[config.mk]
export PLATFORM = sky130hd
export DESIGN_NAME = asc_top
export DESIGN_NICKNAME = d
export VERILOG_FILES = /design/src/asc_pkg.sv /design/src/asc_clkdiv.sv /design/src/asc_sar.sv /design/src/asc_top.sv
export VERILOG_INCLUDE_DIRS = /design/src /design/src/src
export SDC_FILE = /design/constraint.sdc
export NUM_CORES = 1
export LEC_CHECK = 0
export ABC_AREA = 0
export ABC_CLOCK_PERIOD_IN_PS = 5800
export BUFFER_PORTS_ARGS = -buffer_cell sky130_fd_sc_hd__buf_2
export CORE_ASPECT_RATIO = 1.5
export CORE_UTILIZATION = 30
export DETAILED_ROUTE_END_ITERATION = 8
export GPL_TIMING_DRIVEN = 0
export PLACE_DENSITY_LB_ADDON = 0.25
export SLEW_MARGIN = 20
export SYNTH_ARGS = -nofsm -noshare
export SYNTH_HDL_FRONTEND = slang
export SYNTH_HIERARCHICAL = 1
export SYNTH_SLANG_ARGS = --single-unit
[constraint.sdc]
create_clock -name aclk -period 5.8 [get_ports aclk]
set_input_delay 1.16 -clock aclk [delete_from_list [all_inputs] [get_ports aclk]]
set_output_delay 1.16 -clock aclk [all_outputs]
set_load 0.01 [all_outputs]
[src/asc_defines.svh]
// register offsets, field positions, reset values and timing counts
`ifndef ASC_DEFINES_SVH
`define ASC_DEFINES_SVH

// byte offsets inside the 4 KiB register window
`define ASC_OFF_SC 12'h038
`define ASC_OFF_RES 12'h03c
`define ASC_OFF_CLK 12'h040

// status and control register fields
`define ASC_SC_FLAG 7
`define ASC_SC_IEN 6
`define ASC_SC_CONT 5
`define ASC_CH_HI 4
`define ASC_CH_POWER_OFF 5'h1f

// clock register fields
`define ASC_CK_SRC 4
`define ASC_DIV_HI 2
`define ASC_DIV_RST 3'h0

// conversion timing in divided converter clock periods
`define ASC_SAMPLE_TICKS 4'h8
`define ASC_LAST_TICK 4'hf
`define ASC_DIV_MAX_M1 4'hf

// bus answers
`define ASC_RESP_OKAY 2'h0
`define ASC_RESP_SLVERR 2'h2

`endif

[src/asc_pkg.sv]
// shared types of the converter control block
package asc_pkg;
	typedef enum logic [2:0] {
		ST_IDLE = 3'h1,
		ST_SAMPLE = 3'h2,
		ST_CONVERT = 3'h4
	} asc_state_type;
endpackage

[src/asc_clkdiv.sv]
// converter clock source select and prescaler, giving a tick enable
`include "asc_defines.svh"
module asc_clkdiv
	import asc_pkg::*;
(
	// clock and reset
	input wire logic aclk,
	input wire logic aresetn,
	// settings
	input wire logic src_bus,
	input wire logic [2:0] div_code,
	input wire logic crystal_clk_en,
	// output enable pulse
	output logic adc_tick
);
	logic [3:0] cnt_q;
	logic [3:0] cnt_d;
	logic in_tick;
	logic [3:0] limit;

	// top bit set means divide by sixteen whatever the low bits say
	function automatic logic [3:0] div_limit(input logic [2:0] code);
		div_limit = code[2] ? `ASC_DIV_MAX_M1 :
			4'((5'h1 << code[1:0]) - 5'h1);
	endfunction

	// bus clock is aclk itself, the crystal arrives as an enable
	assign in_tick = src_bus | crystal_clk_en;
	assign limit = div_limit(div_code);
	assign adc_tick = in_tick && (cnt_q >= limit);
	assign cnt_d = adc_tick ? 4'h0 : cnt_q + 4'h1;

	// counts input ticks; a ratio change mid-conversion shifts timing
	always_ff @(posedge aclk) begin
		if (!aresetn)
			cnt_q <= 4'h0;
		else if (in_tick)
			cnt_q <= cnt_d;
	end
endmodule // asc_clkdiv

[src/asc_sar.sv]
// successive approximation sequencer, eight settle ticks then eight bits
`include "asc_defines.svh"
module asc_sar
	import asc_pkg::*;
(
	// clock and reset
	input wire logic aclk,
	input wire logic aresetn,
	// control
	input wire logic start,
	input wire logic abort,
	input wire logic adc_tick,
	// analog side
	input wire logic comparator_high,
	output logic [7:0] dac_code,
	output logic sampling,
	// status
	output logic busy,
	output logic done,
	output logic [7:0] result
);
	asc_state_type state_q;
	asc_state_type state_d;
	logic [3:0] tick_q;
	logic [7:0] code_q;
	logic [7:0] trial_bit;
	logic [7:0] trial;
	logic synced_q;
	logic step;

	// bit under test during tick 8..15, msb first
	assign trial_bit = 8'h80 >> tick_q[2:0];
	assign trial = code_q | trial_bit;
	assign dac_code = (state_q == ST_CONVERT) ? trial : 8'h00;
	assign sampling = (state_q == ST_SAMPLE);
	assign busy = (state_q != ST_IDLE);
	// the divider runs free, so the first tick after start only lines up
	// with it; skipping that tick keeps a conversion at 16 to 17 periods
	assign step = busy && adc_tick && synced_q;
	// comparator high means input at or above trial level
	assign done = (state_q == ST_CONVERT) && step &&
		(tick_q == `ASC_LAST_TICK) && !abort;
	assign result = comparator_high ? trial : code_q;

	// next state
	always_comb begin
		state_d = state_q;
		case (state_q)
			ST_IDLE: begin
				if (start)
					state_d = ST_SAMPLE;
			end
			ST_SAMPLE: begin
				if (step && tick_q == `ASC_SAMPLE_TICKS - 4'h1)
					state_d = ST_CONVERT;
			end
			ST_CONVERT: begin
				if (done)
					state_d = ST_IDLE;
			end
			default: state_d = ST_IDLE;
		endcase
		if (abort)
			state_d = ST_IDLE;
	end

	// state, tick count and partial code
	always_ff @(posedge aclk) begin
		if (!aresetn) begin
			state_q <= ST_IDLE;
			synced_q <= 1'b0;
			tick_q <= 4'h0;
			code_q <= 8'h00;
		end else begin
			state_q <= state_d;
			if (start || abort) begin
				synced_q <= 1'b0;
				tick_q <= 4'h0;
				code_q <= 8'h00;
			end else if (step) begin
				tick_q <= tick_q + 4'h1;
				if (state_q == ST_CONVERT && comparator_high)
					code_q <= trial;
			end else if (busy && adc_tick)
				synced_q <= 1'b1;
		end
	end
endmodule // asc_sar

[src/asc_top.sv]
// converter control: register slave, conversion sequencing, requests
// Summary of operation
// - code ff at or above high reference, 00 at ground, linear between
// - a status write with any channel code but all ones starts a conversion lasting 16 to 17 ticks
// - continuous mode overwrites the result each conversion, read or not
// - continuous mode runs conversions back to back until bit cleared
// - continuous mode flag stays set until status write or result read
// - interrupts off: flag read-only, set at end, cleared by write/read
// - interrupts on: request at every end, to processor when bit is 0
// - interrupts on: flag bit is writable target select, 1 means dma
// - request drops on result read or status write; reset clears enable
// - continuous bit 1 repeats, 0 gives one conversion; reset clears
// - five-bit channel field, codes 0 to 7 pick external inputs 0 to 7
// - all-ones channel code powers converter down; reset loads all ones
// - wait mode changes nothing; enabled request can wake processor
// - stop mode aborts any conversion; conversions resume after stop
// - eight-bit result register loads each time a conversion completes
// - divider codes 0 to 3 give 1,2,4,8; top bit set gives 16
// - clock source bit 1 picks bus clock, 0 crystal; reset crystal
//
// Design decision made here: the AXI4-Lite slave port.
`include "asc_defines.svh"
module asc_top
	import asc_pkg::*;
(
	// clock and reset
	input wire logic aclk,
	input wire logic aresetn,
	// axi4-lite write address
	input wire logic [31:0] s_axi_awaddr,
	input wire logic [2:0] s_axi_awprot,
	input wire logic s_axi_awvalid,
	output logic s_axi_awready,
	// axi4-lite write data
	input wire logic [31:0] s_axi_wdata,
	input wire logic [3:0] s_axi_wstrb,
	input wire logic s_axi_wvalid,
	output logic s_axi_wready,
	// axi4-lite write response
	output logic [1:0] s_axi_bresp,
	output logic s_axi_bvalid,
	input wire logic s_axi_bready,
	// axi4-lite read address
	input wire logic [31:0] s_axi_araddr,
	input wire logic [2:0] s_axi_arprot,
	input wire logic s_axi_arvalid,
	output logic s_axi_arready,
	// axi4-lite read data
	output logic [31:0] s_axi_rdata,
	output logic [1:0] s_axi_rresp,
	output logic s_axi_rvalid,
	input wire logic s_axi_rready,
	// clocking and power modes
	input wire logic crystal_clk_en,
	input wire logic wait_mode,
	input wire logic stop_mode,
	// analog comparator and input multiplexer
	input wire logic comparator_high,
	output logic [4:0] mux_channel,
	output logic [7:0] dac_code,
	output logic sampling,
	output logic analog_power_down,
	// service requests
	output logic cpu_irq,
	output logic dma_req
);
	logic [11:0] awaddr_q;
	logic aw_full_q;
	logic [7:0] wdata_q;
	logic wlane_q;
	logic w_full_q;
	logic bvalid_q;
	logic [1:0] bresp_q;
	logic rvalid_q;
	logic [31:0] rdata_q;
	logic [1:0] rresp_q;
	logic flag_q;
	logic ien_q;
	logic cont_q;
	logic [4:0] chan_q;
	logic src_bus_q;
	logic [2:0] div_q;
	logic [7:0] result_q;
	logic irq_q;
	logic pending_q;
	logic wr_fire;
	logic wr_sc;
	logic wr_clk;
	logic wr_hit;
	logic ar_fire;
	logic [11:0] ar_off;
	logic rd_hit;
	logic rd_res;
	logic [7:0] rd_byte;
	logic pwr_off;
	logic adc_tick;
	logic busy;
	logic done;
	logic [7:0] sar_result;
	logic start;
	logic abort;
	logic new_ien;
	logic unused_ok;

	// prot and upper write lanes carry nothing for byte-wide registers
	assign unused_ok = ^{s_axi_awprot, s_axi_arprot, s_axi_wstrb[3:1],
		s_axi_awaddr[31:12], s_axi_araddr[31:12], s_axi_wdata[31:8],
		wait_mode};

	// address and data are held until both have arrived
	assign s_axi_awready = !aw_full_q;
	assign s_axi_wready = !w_full_q;
	assign s_axi_bvalid = bvalid_q;
	assign s_axi_bresp = bresp_q;
	assign s_axi_arready = !rvalid_q;
	assign s_axi_rvalid = rvalid_q;
	assign s_axi_rdata = rdata_q;
	assign s_axi_rresp = rresp_q;

	// write decode; only byte lane 0 carries register bits
	assign wr_fire = aw_full_q && w_full_q && !bvalid_q;
	assign wr_sc = wr_fire && wlane_q && awaddr_q == `ASC_OFF_SC;
	assign wr_clk = wr_fire && wlane_q && awaddr_q == `ASC_OFF_CLK;
	assign wr_hit = awaddr_q == `ASC_OFF_SC ||
		awaddr_q == `ASC_OFF_CLK || awaddr_q == `ASC_OFF_RES;
	assign new_ien = wdata_q[`ASC_SC_IEN];

	// read decode; reading the result has side effects on flag and request
	assign ar_fire = s_axi_arvalid && !rvalid_q;
	assign ar_off = s_axi_araddr[11:0];
	assign rd_res = ar_fire && ar_off == `ASC_OFF_RES;
	assign rd_hit = ar_off == `ASC_OFF_SC || ar_off == `ASC_OFF_RES ||
		ar_off == `ASC_OFF_CLK;
	assign rd_byte = (ar_off == `ASC_OFF_SC) ?
			{flag_q, ien_q, cont_q, chan_q} :
		(ar_off == `ASC_OFF_RES) ? result_q :
		(ar_off == `ASC_OFF_CLK) ? {3'h0, src_bus_q, 1'h0, div_q} : 8'h00;

	// axi channel holding registers
	always_ff @(posedge aclk) begin
		if (!aresetn) begin
			awaddr_q <= 12'h000;
			aw_full_q <= 1'b0;
			wdata_q <= 8'h00;
			wlane_q <= 1'b0;
			w_full_q <= 1'b0;
			bvalid_q <= 1'b0;
			bresp_q <= `ASC_RESP_OKAY;
			rvalid_q <= 1'b0;
			rdata_q <= 32'h0000_0000;
			rresp_q <= `ASC_RESP_OKAY;
		end else begin
			if (s_axi_awvalid && !aw_full_q) begin
				awaddr_q <= s_axi_awaddr[11:0];
				aw_full_q <= 1'b1;
			end else if (wr_fire)
				aw_full_q <= 1'b0;
			if (s_axi_wvalid && !w_full_q) begin
				wdata_q <= s_axi_wdata[7:0];
				wlane_q <= s_axi_wstrb[0];
				w_full_q <= 1'b1;
			end else if (wr_fire)
				w_full_q <= 1'b0;
			if (wr_fire) begin
				bvalid_q <= 1'b1;
				bresp_q <= wr_hit ? `ASC_RESP_OKAY : `ASC_RESP_SLVERR;
			end else if (s_axi_bready)
				bvalid_q <= 1'b0;
			if (ar_fire) begin
				rvalid_q <= 1'b1;
				rdata_q <= {24'h000000, rd_byte};
				rresp_q <= rd_hit ? `ASC_RESP_OKAY : `ASC_RESP_SLVERR;
			end else if (s_axi_rready)
				rvalid_q <= 1'b0;
		end
	end

	// control fields; all-ones channel powers down the analog part
	always_ff @(posedge aclk) begin
		if (!aresetn) begin
			ien_q <= 1'b0;
			cont_q <= 1'b0;
			chan_q <= `ASC_CH_POWER_OFF;
			src_bus_q <= 1'b0;
			div_q <= `ASC_DIV_RST;
		end else begin
			if (wr_sc) begin
				ien_q <= new_ien;
				cont_q <= wdata_q[`ASC_SC_CONT];
				chan_q <= wdata_q[`ASC_CH_HI:0];
			end
			if (wr_clk) begin
				src_bus_q <= wdata_q[`ASC_CK_SRC];
				div_q <= wdata_q[`ASC_DIV_HI:0];
			end
		end
	end

	assign pwr_off = chan_q == `ASC_CH_POWER_OFF;
	assign mux_channel = chan_q;
	assign analog_power_down = pwr_off;

	// a status write abandons the running conversion; stop aborts it as well
	assign abort = busy && (wr_sc || stop_mode);
	assign start = pending_q && !busy && !stop_mode && !pwr_off && !wr_sc;

	// pending survives stop so conversions resume when it ends
	always_ff @(posedge aclk) begin
		if (!aresetn)
			pending_q <= 1'b0;
		else if (wr_sc)
			pending_q <= wdata_q[`ASC_CH_HI:0] != `ASC_CH_POWER_OFF;
		else if (done && cont_q)
			pending_q <= 1'b1;
		else if (abort)
			pending_q <= 1'b1;
		else if (start || pwr_off)
			pending_q <= 1'b0;
	end

	// result loads whole in one edge, even if unread
	always_ff @(posedge aclk) begin
		if (!aresetn)
			result_q <= 8'h00;
		else if (done)
			result_q <= sar_result;
	end

	// flag: completion when interrupts off, target select when on;
	// a completion landing with a result read still sets it
	always_ff @(posedge aclk) begin
		if (!aresetn)
			flag_q <= 1'b0;
		else if (wr_sc)
			flag_q <= new_ien ? wdata_q[`ASC_SC_FLAG] : 1'b0;
		else if (done && !ien_q)
			flag_q <= 1'b1;
		else if (rd_res && !ien_q)
			flag_q <= 1'b0;
	end

	// request level; wait mode leaves it running so it can wake the core
	always_ff @(posedge aclk) begin
		if (!aresetn)
			irq_q <= 1'b0;
		else if (wr_sc)
			irq_q <= 1'b0;
		else if (done && ien_q)
			irq_q <= 1'b1;
		else if (rd_res || !ien_q)
			irq_q <= 1'b0;
	end

	assign cpu_irq = irq_q && !flag_q;
	assign dma_req = irq_q && flag_q;

	// converter tick from the selected source
	asc_clkdiv u_clkdiv (
		.aclk(aclk),
		.aresetn(aresetn),
		.src_bus(src_bus_q),
		.div_code(div_q),
		.crystal_clk_en(crystal_clk_en),
		.adc_tick(adc_tick)
	);

	// approximation sequencer
	asc_sar u_sar (
		.aclk(aclk),
		.aresetn(aresetn),
		.start(start),
		.abort(abort),
		.adc_tick(adc_tick),
		.comparator_high(comparator_high),
		.dac_code(dac_code),
		.sampling(sampling),
		.busy(busy),
		.done(done),
		.result(sar_result)
	);

	// helper: converter ticks since the start of the running conversion
	logic [4:0] tk_q;
	always_ff @(posedge aclk) begin
		if (!aresetn || start)
			tk_q <= 5'h00;
		else if (busy && adc_tick)
			tk_q <= tk_q + 5'h01;
	end
endmodule // asc_top

==> results by group <==
Worst setup path
  – Worst r2r src: div_q[0]
  – Worst Setup End Kind: flop
  – CP Launch Type: flop
  – WP data required: about 6 ns
  – CP max FO: 10
  – Register-to-register setup slack: 2.82 ns
  – Reg2reg path depth: 11
  – FF-to-FF End: pending_q
  – CP arrival: roughly 3.2 ns
  – Crit path kind: reg -> reg

Logic synthesis
  – Yosys top cell by area: dfxtp_1
  – Post-Synth XOR/XNOR Area: 0%
  – Post-synth top area share: ~40%
  – Top post-synthesis cells by area: dfxtp_1 39%, nand2_1 6.7%, a21oi_1 6.7%
  – Post-synthesis sequential area ratio: around two fifths
  – Mean Syn Cell Area: slightly above 8 sq um
  – Mapped Cells: roughly 470
  – Count leader, synth: dfxtp_1
  – Post-synth top cells: 77 x dfxtp_1, 70 x nand2_1, 52 x a21oi_1
  – Multiplexer share of the synthesized area: under 10%
  – Post-Syn Area: ~4000 sq um
  – Post-Synth Simple-Gate Area: between 20% and 30%
  – Ys flop type: dfxtp_1
  – Async S/R FF share, synth: 0%
  – Main combinational cell family by area after synthesis: simple AND/OR/NAND/NOR gates
  – Synth Register Bits: 77
  – Synth unique cells: 66
  – Synth Area in Compound Gates: 18.9%
  – YS warnings: 6
  – Adder-Cell Fraction of Synth Area: 3.52%
  – Post-synth EDFFs: 0

Global route
  – Vias in the first global route: between 3000 and 4000
  – Initial antenna violation count: 0
  – GR Util All Layers: between 10% and 20%
  – Largest net degree at the start of global routing: 13
  – Global-route wire length before repair: 16700 um
  – Total grt overflow: 0

Finish
  – Layout cell share with drive strength beyond 1: 23.9%
  – Fillers: 1315
  – ANT cells: 0
  – Syn-to-layout area delta: 25.3%
  – Nets: just over 700
  – Fin util: between 30% and 40%

Routing
  – Wire per inst: between 10 and 15 um
  – DRT Pass-1 Iters: 4
  – Final ANT Viol Nets: 0
  – Routed WL: ~11000 um
  – Via count: approximately 3600
  – Remaining DRCs: 0
  – Post-DR vias/cell: between 4 and 5
  – Iteration-0 DRC Markers: 175

Timing
  – Final setup margin: 2.82 ns
  – Worst Tran Pin Value: 0.672 ns
  – Final setup TNS: 0 ns
  – Slew Viols, Final: 0
  – Fmax: between 300 and 400 MHz
  – Headroom to the max-slew limit: between 50% and 60%
  – Final setup viols: 0
  – Worst Skew: around 0.0050 ns
  – Final Critical Period: just under 3 ns
  – Hold Vio Cnt, Final: 0
  – Min Hold Slack: between 0.4 and 0.5 ns
  – RSZ-0062 raised after global routing: false
  – Tcrit/Tclk final: 51.5%

Min path
  – Hold depth: 2
  – Hold Startpoint: s_axi_rdata[3]
  – Worst min-delay path category: reg -> reg
  – Hold EP: s_axi_rdata[3]

Placement
  – Post-DP HPWL: 8290 um
  – Worst slack, placed: about 2.8 ns
  – Port bufs: between 70 and 80
  – GPL Wtd Cong: slightly below 0.9

Floorplan
  – Initial cell density of the core: roughly 31%
  – Core area: 12600 sq um
  – Die width: around 95 um
  – Die area: approximately 14000 sq um
  – IO Count: roughly 180
  – Number of core rows: 50
  – Die Y: ~140 um

Clock network
  – Root Buffer: clkbuf_16
  – Clock Latency Late Sink: between 0.3 and 0.4 ns
  – Post-cts resize count: 0
  – Sinks on Clock Net: just under 80
  – Htree depth: 3
  – CTS Buf Count: 9
  – Clock Pin Slew Worst Setup and Hold Paths: ~0.060 ns
  – CTS Hold Bufs: 0
  – CTS max path bufs: 2
  – Setup bufs post-CTS: 0
  – CTS tree: done

Job
  – Max-Cap Viols: 0

Status
  – Run status: finished, final reports clean

Power
  – P per Cell Area: ~260 nW/um^2
  – Worst IR Drop VDD: between 0.0002 and 0.00025 V
  – Leak: 0.00207 uW
-- through the flow --
| step | power [uW] | cells | instance area (sq um) |
|---|---|---|---|
| after floorplan | 626 | 498 | 4000 |
| after global placement | 661 | 727 | 4560 |
| after detailed placement | 662 | 727 | 4560 |
| after CTS | 1300 | 741 | 4900 |
| after global routing | 1340 | 741 | 4900 |
| final | 1290 | 741 | 4900 |
-- state kept, by name, summed over array words and instances (netlist names), 3 cells and up --
register	cells
wdata_q	8
s_axi_rdata	8
awaddr_q	12
u_sar/tick_q	4
u_sar/state_q	3
mux_channel	5
u_clkdiv/cnt_q	4
div_q	3
result_q	8
u_sar/code_q	8
-- placed cells by master (no fill, tap or decap), types with 4 or more instances in the layout --
| cell type | Yosys | routed |
|---|---|---|
| nor4_1 | 5 | 5 |
| a21o_1 | 7 | 7 |
| nand4_1 | 4 | 4 |
| conb_1 | 1 | 26 |
| a21oi_1 | 52 | 52 |
| nor3b_1 | 4 | 4 |
| clkbuf_16 | 0 | 9 |
| clkbuf_8 | 3 | 4 |
| nor2b_1 | 7 | 7 |
| nand2b_1 | 6 | 6 |
| nand3_1 | 29 | 29 |
| o21ai_0 | 27 | 27 |
| mux2i_1 | 12 | 12 |
| buf_2 | 3 | 76 |
| nor2_1 | 35 | 35 |
| inv_1 | 11 | 11 |
| nand2_1 | 70 | 70 |
| dfxtp_1 | 77 | 77 |
| buf_4 | 26 | 26 |
| clkbuf_1 | 9 | 9 |
| ha_1 | 11 | 11 |
| or3_1 | 6 | 6 |
-- per-layer routing --
metal / up-vias / global-route usage (%) / share of wire [%]
met5: - / 0 / 0
met2: 121 / 28.6 / 52
met1: 1649 / 17.3 / 38
met4: 0 / 8.29 / 3.1
met3: 21 / 4.23 / 6.2
li1: 1836 / - / -
-- power by group --
group	leakage, uW	internal (uW)	switching [uW]	total [uW]
sequential	0.000625	541	9.03	550
combinational	0.00129	43.7	57.6	101
clock	0.000161	427	213	640
total	0.00207	1010	279	1290
-- layout make-up --
class	instances	area [sq um]	share of cell area, %
buffer	45	323	6.59
clock buffer	10	239	4.88
clock inverter	4	97.6	1.99
inverter	12	45.0	0.919
multi-input combinational	364	2090	42.7
sequential	77	1540	31.5
tap	156	195	3.98
timing repair buffer	73	365	7.45
-- how the worst max path moves through the flow --
stage / startpoint / end / cells after the start
2_1_floorplan: div_q[0] / pending_q / 11
3_3_place_gp: div_q[0] / pending_q / 11
3_5_place_dp: div_q[0] / pending_q / 11
4_1_cts: div_q[0] / pending_q / 11
5_1_grt: div_q[0] / pending_q / 11
6_report: div_q[0] / pending_q / 11
-- cell families after synthesis --
group / after synthesis
simple gates: 194
compound gates: 119
flops: 77
buf+inv: 57
mux: 14
fa+ha+maj: 11
other cells: 1
-- critical path, stage by stage (launching register included) --
cell and delay, ns:
dfxtp_1 0.36, or3_1 0.39, ha_1 0.28, nand2b_4 0.15
a211oi_4 0.33, o21ai_0 0.14, and2_1 0.21, nand2_1 0.21
nor3_1 0.11, buf_2 0.22, a222oi_1 0.36, a21oi_1 0.11
Note: power is estimated with default switching activity, not from simulation.
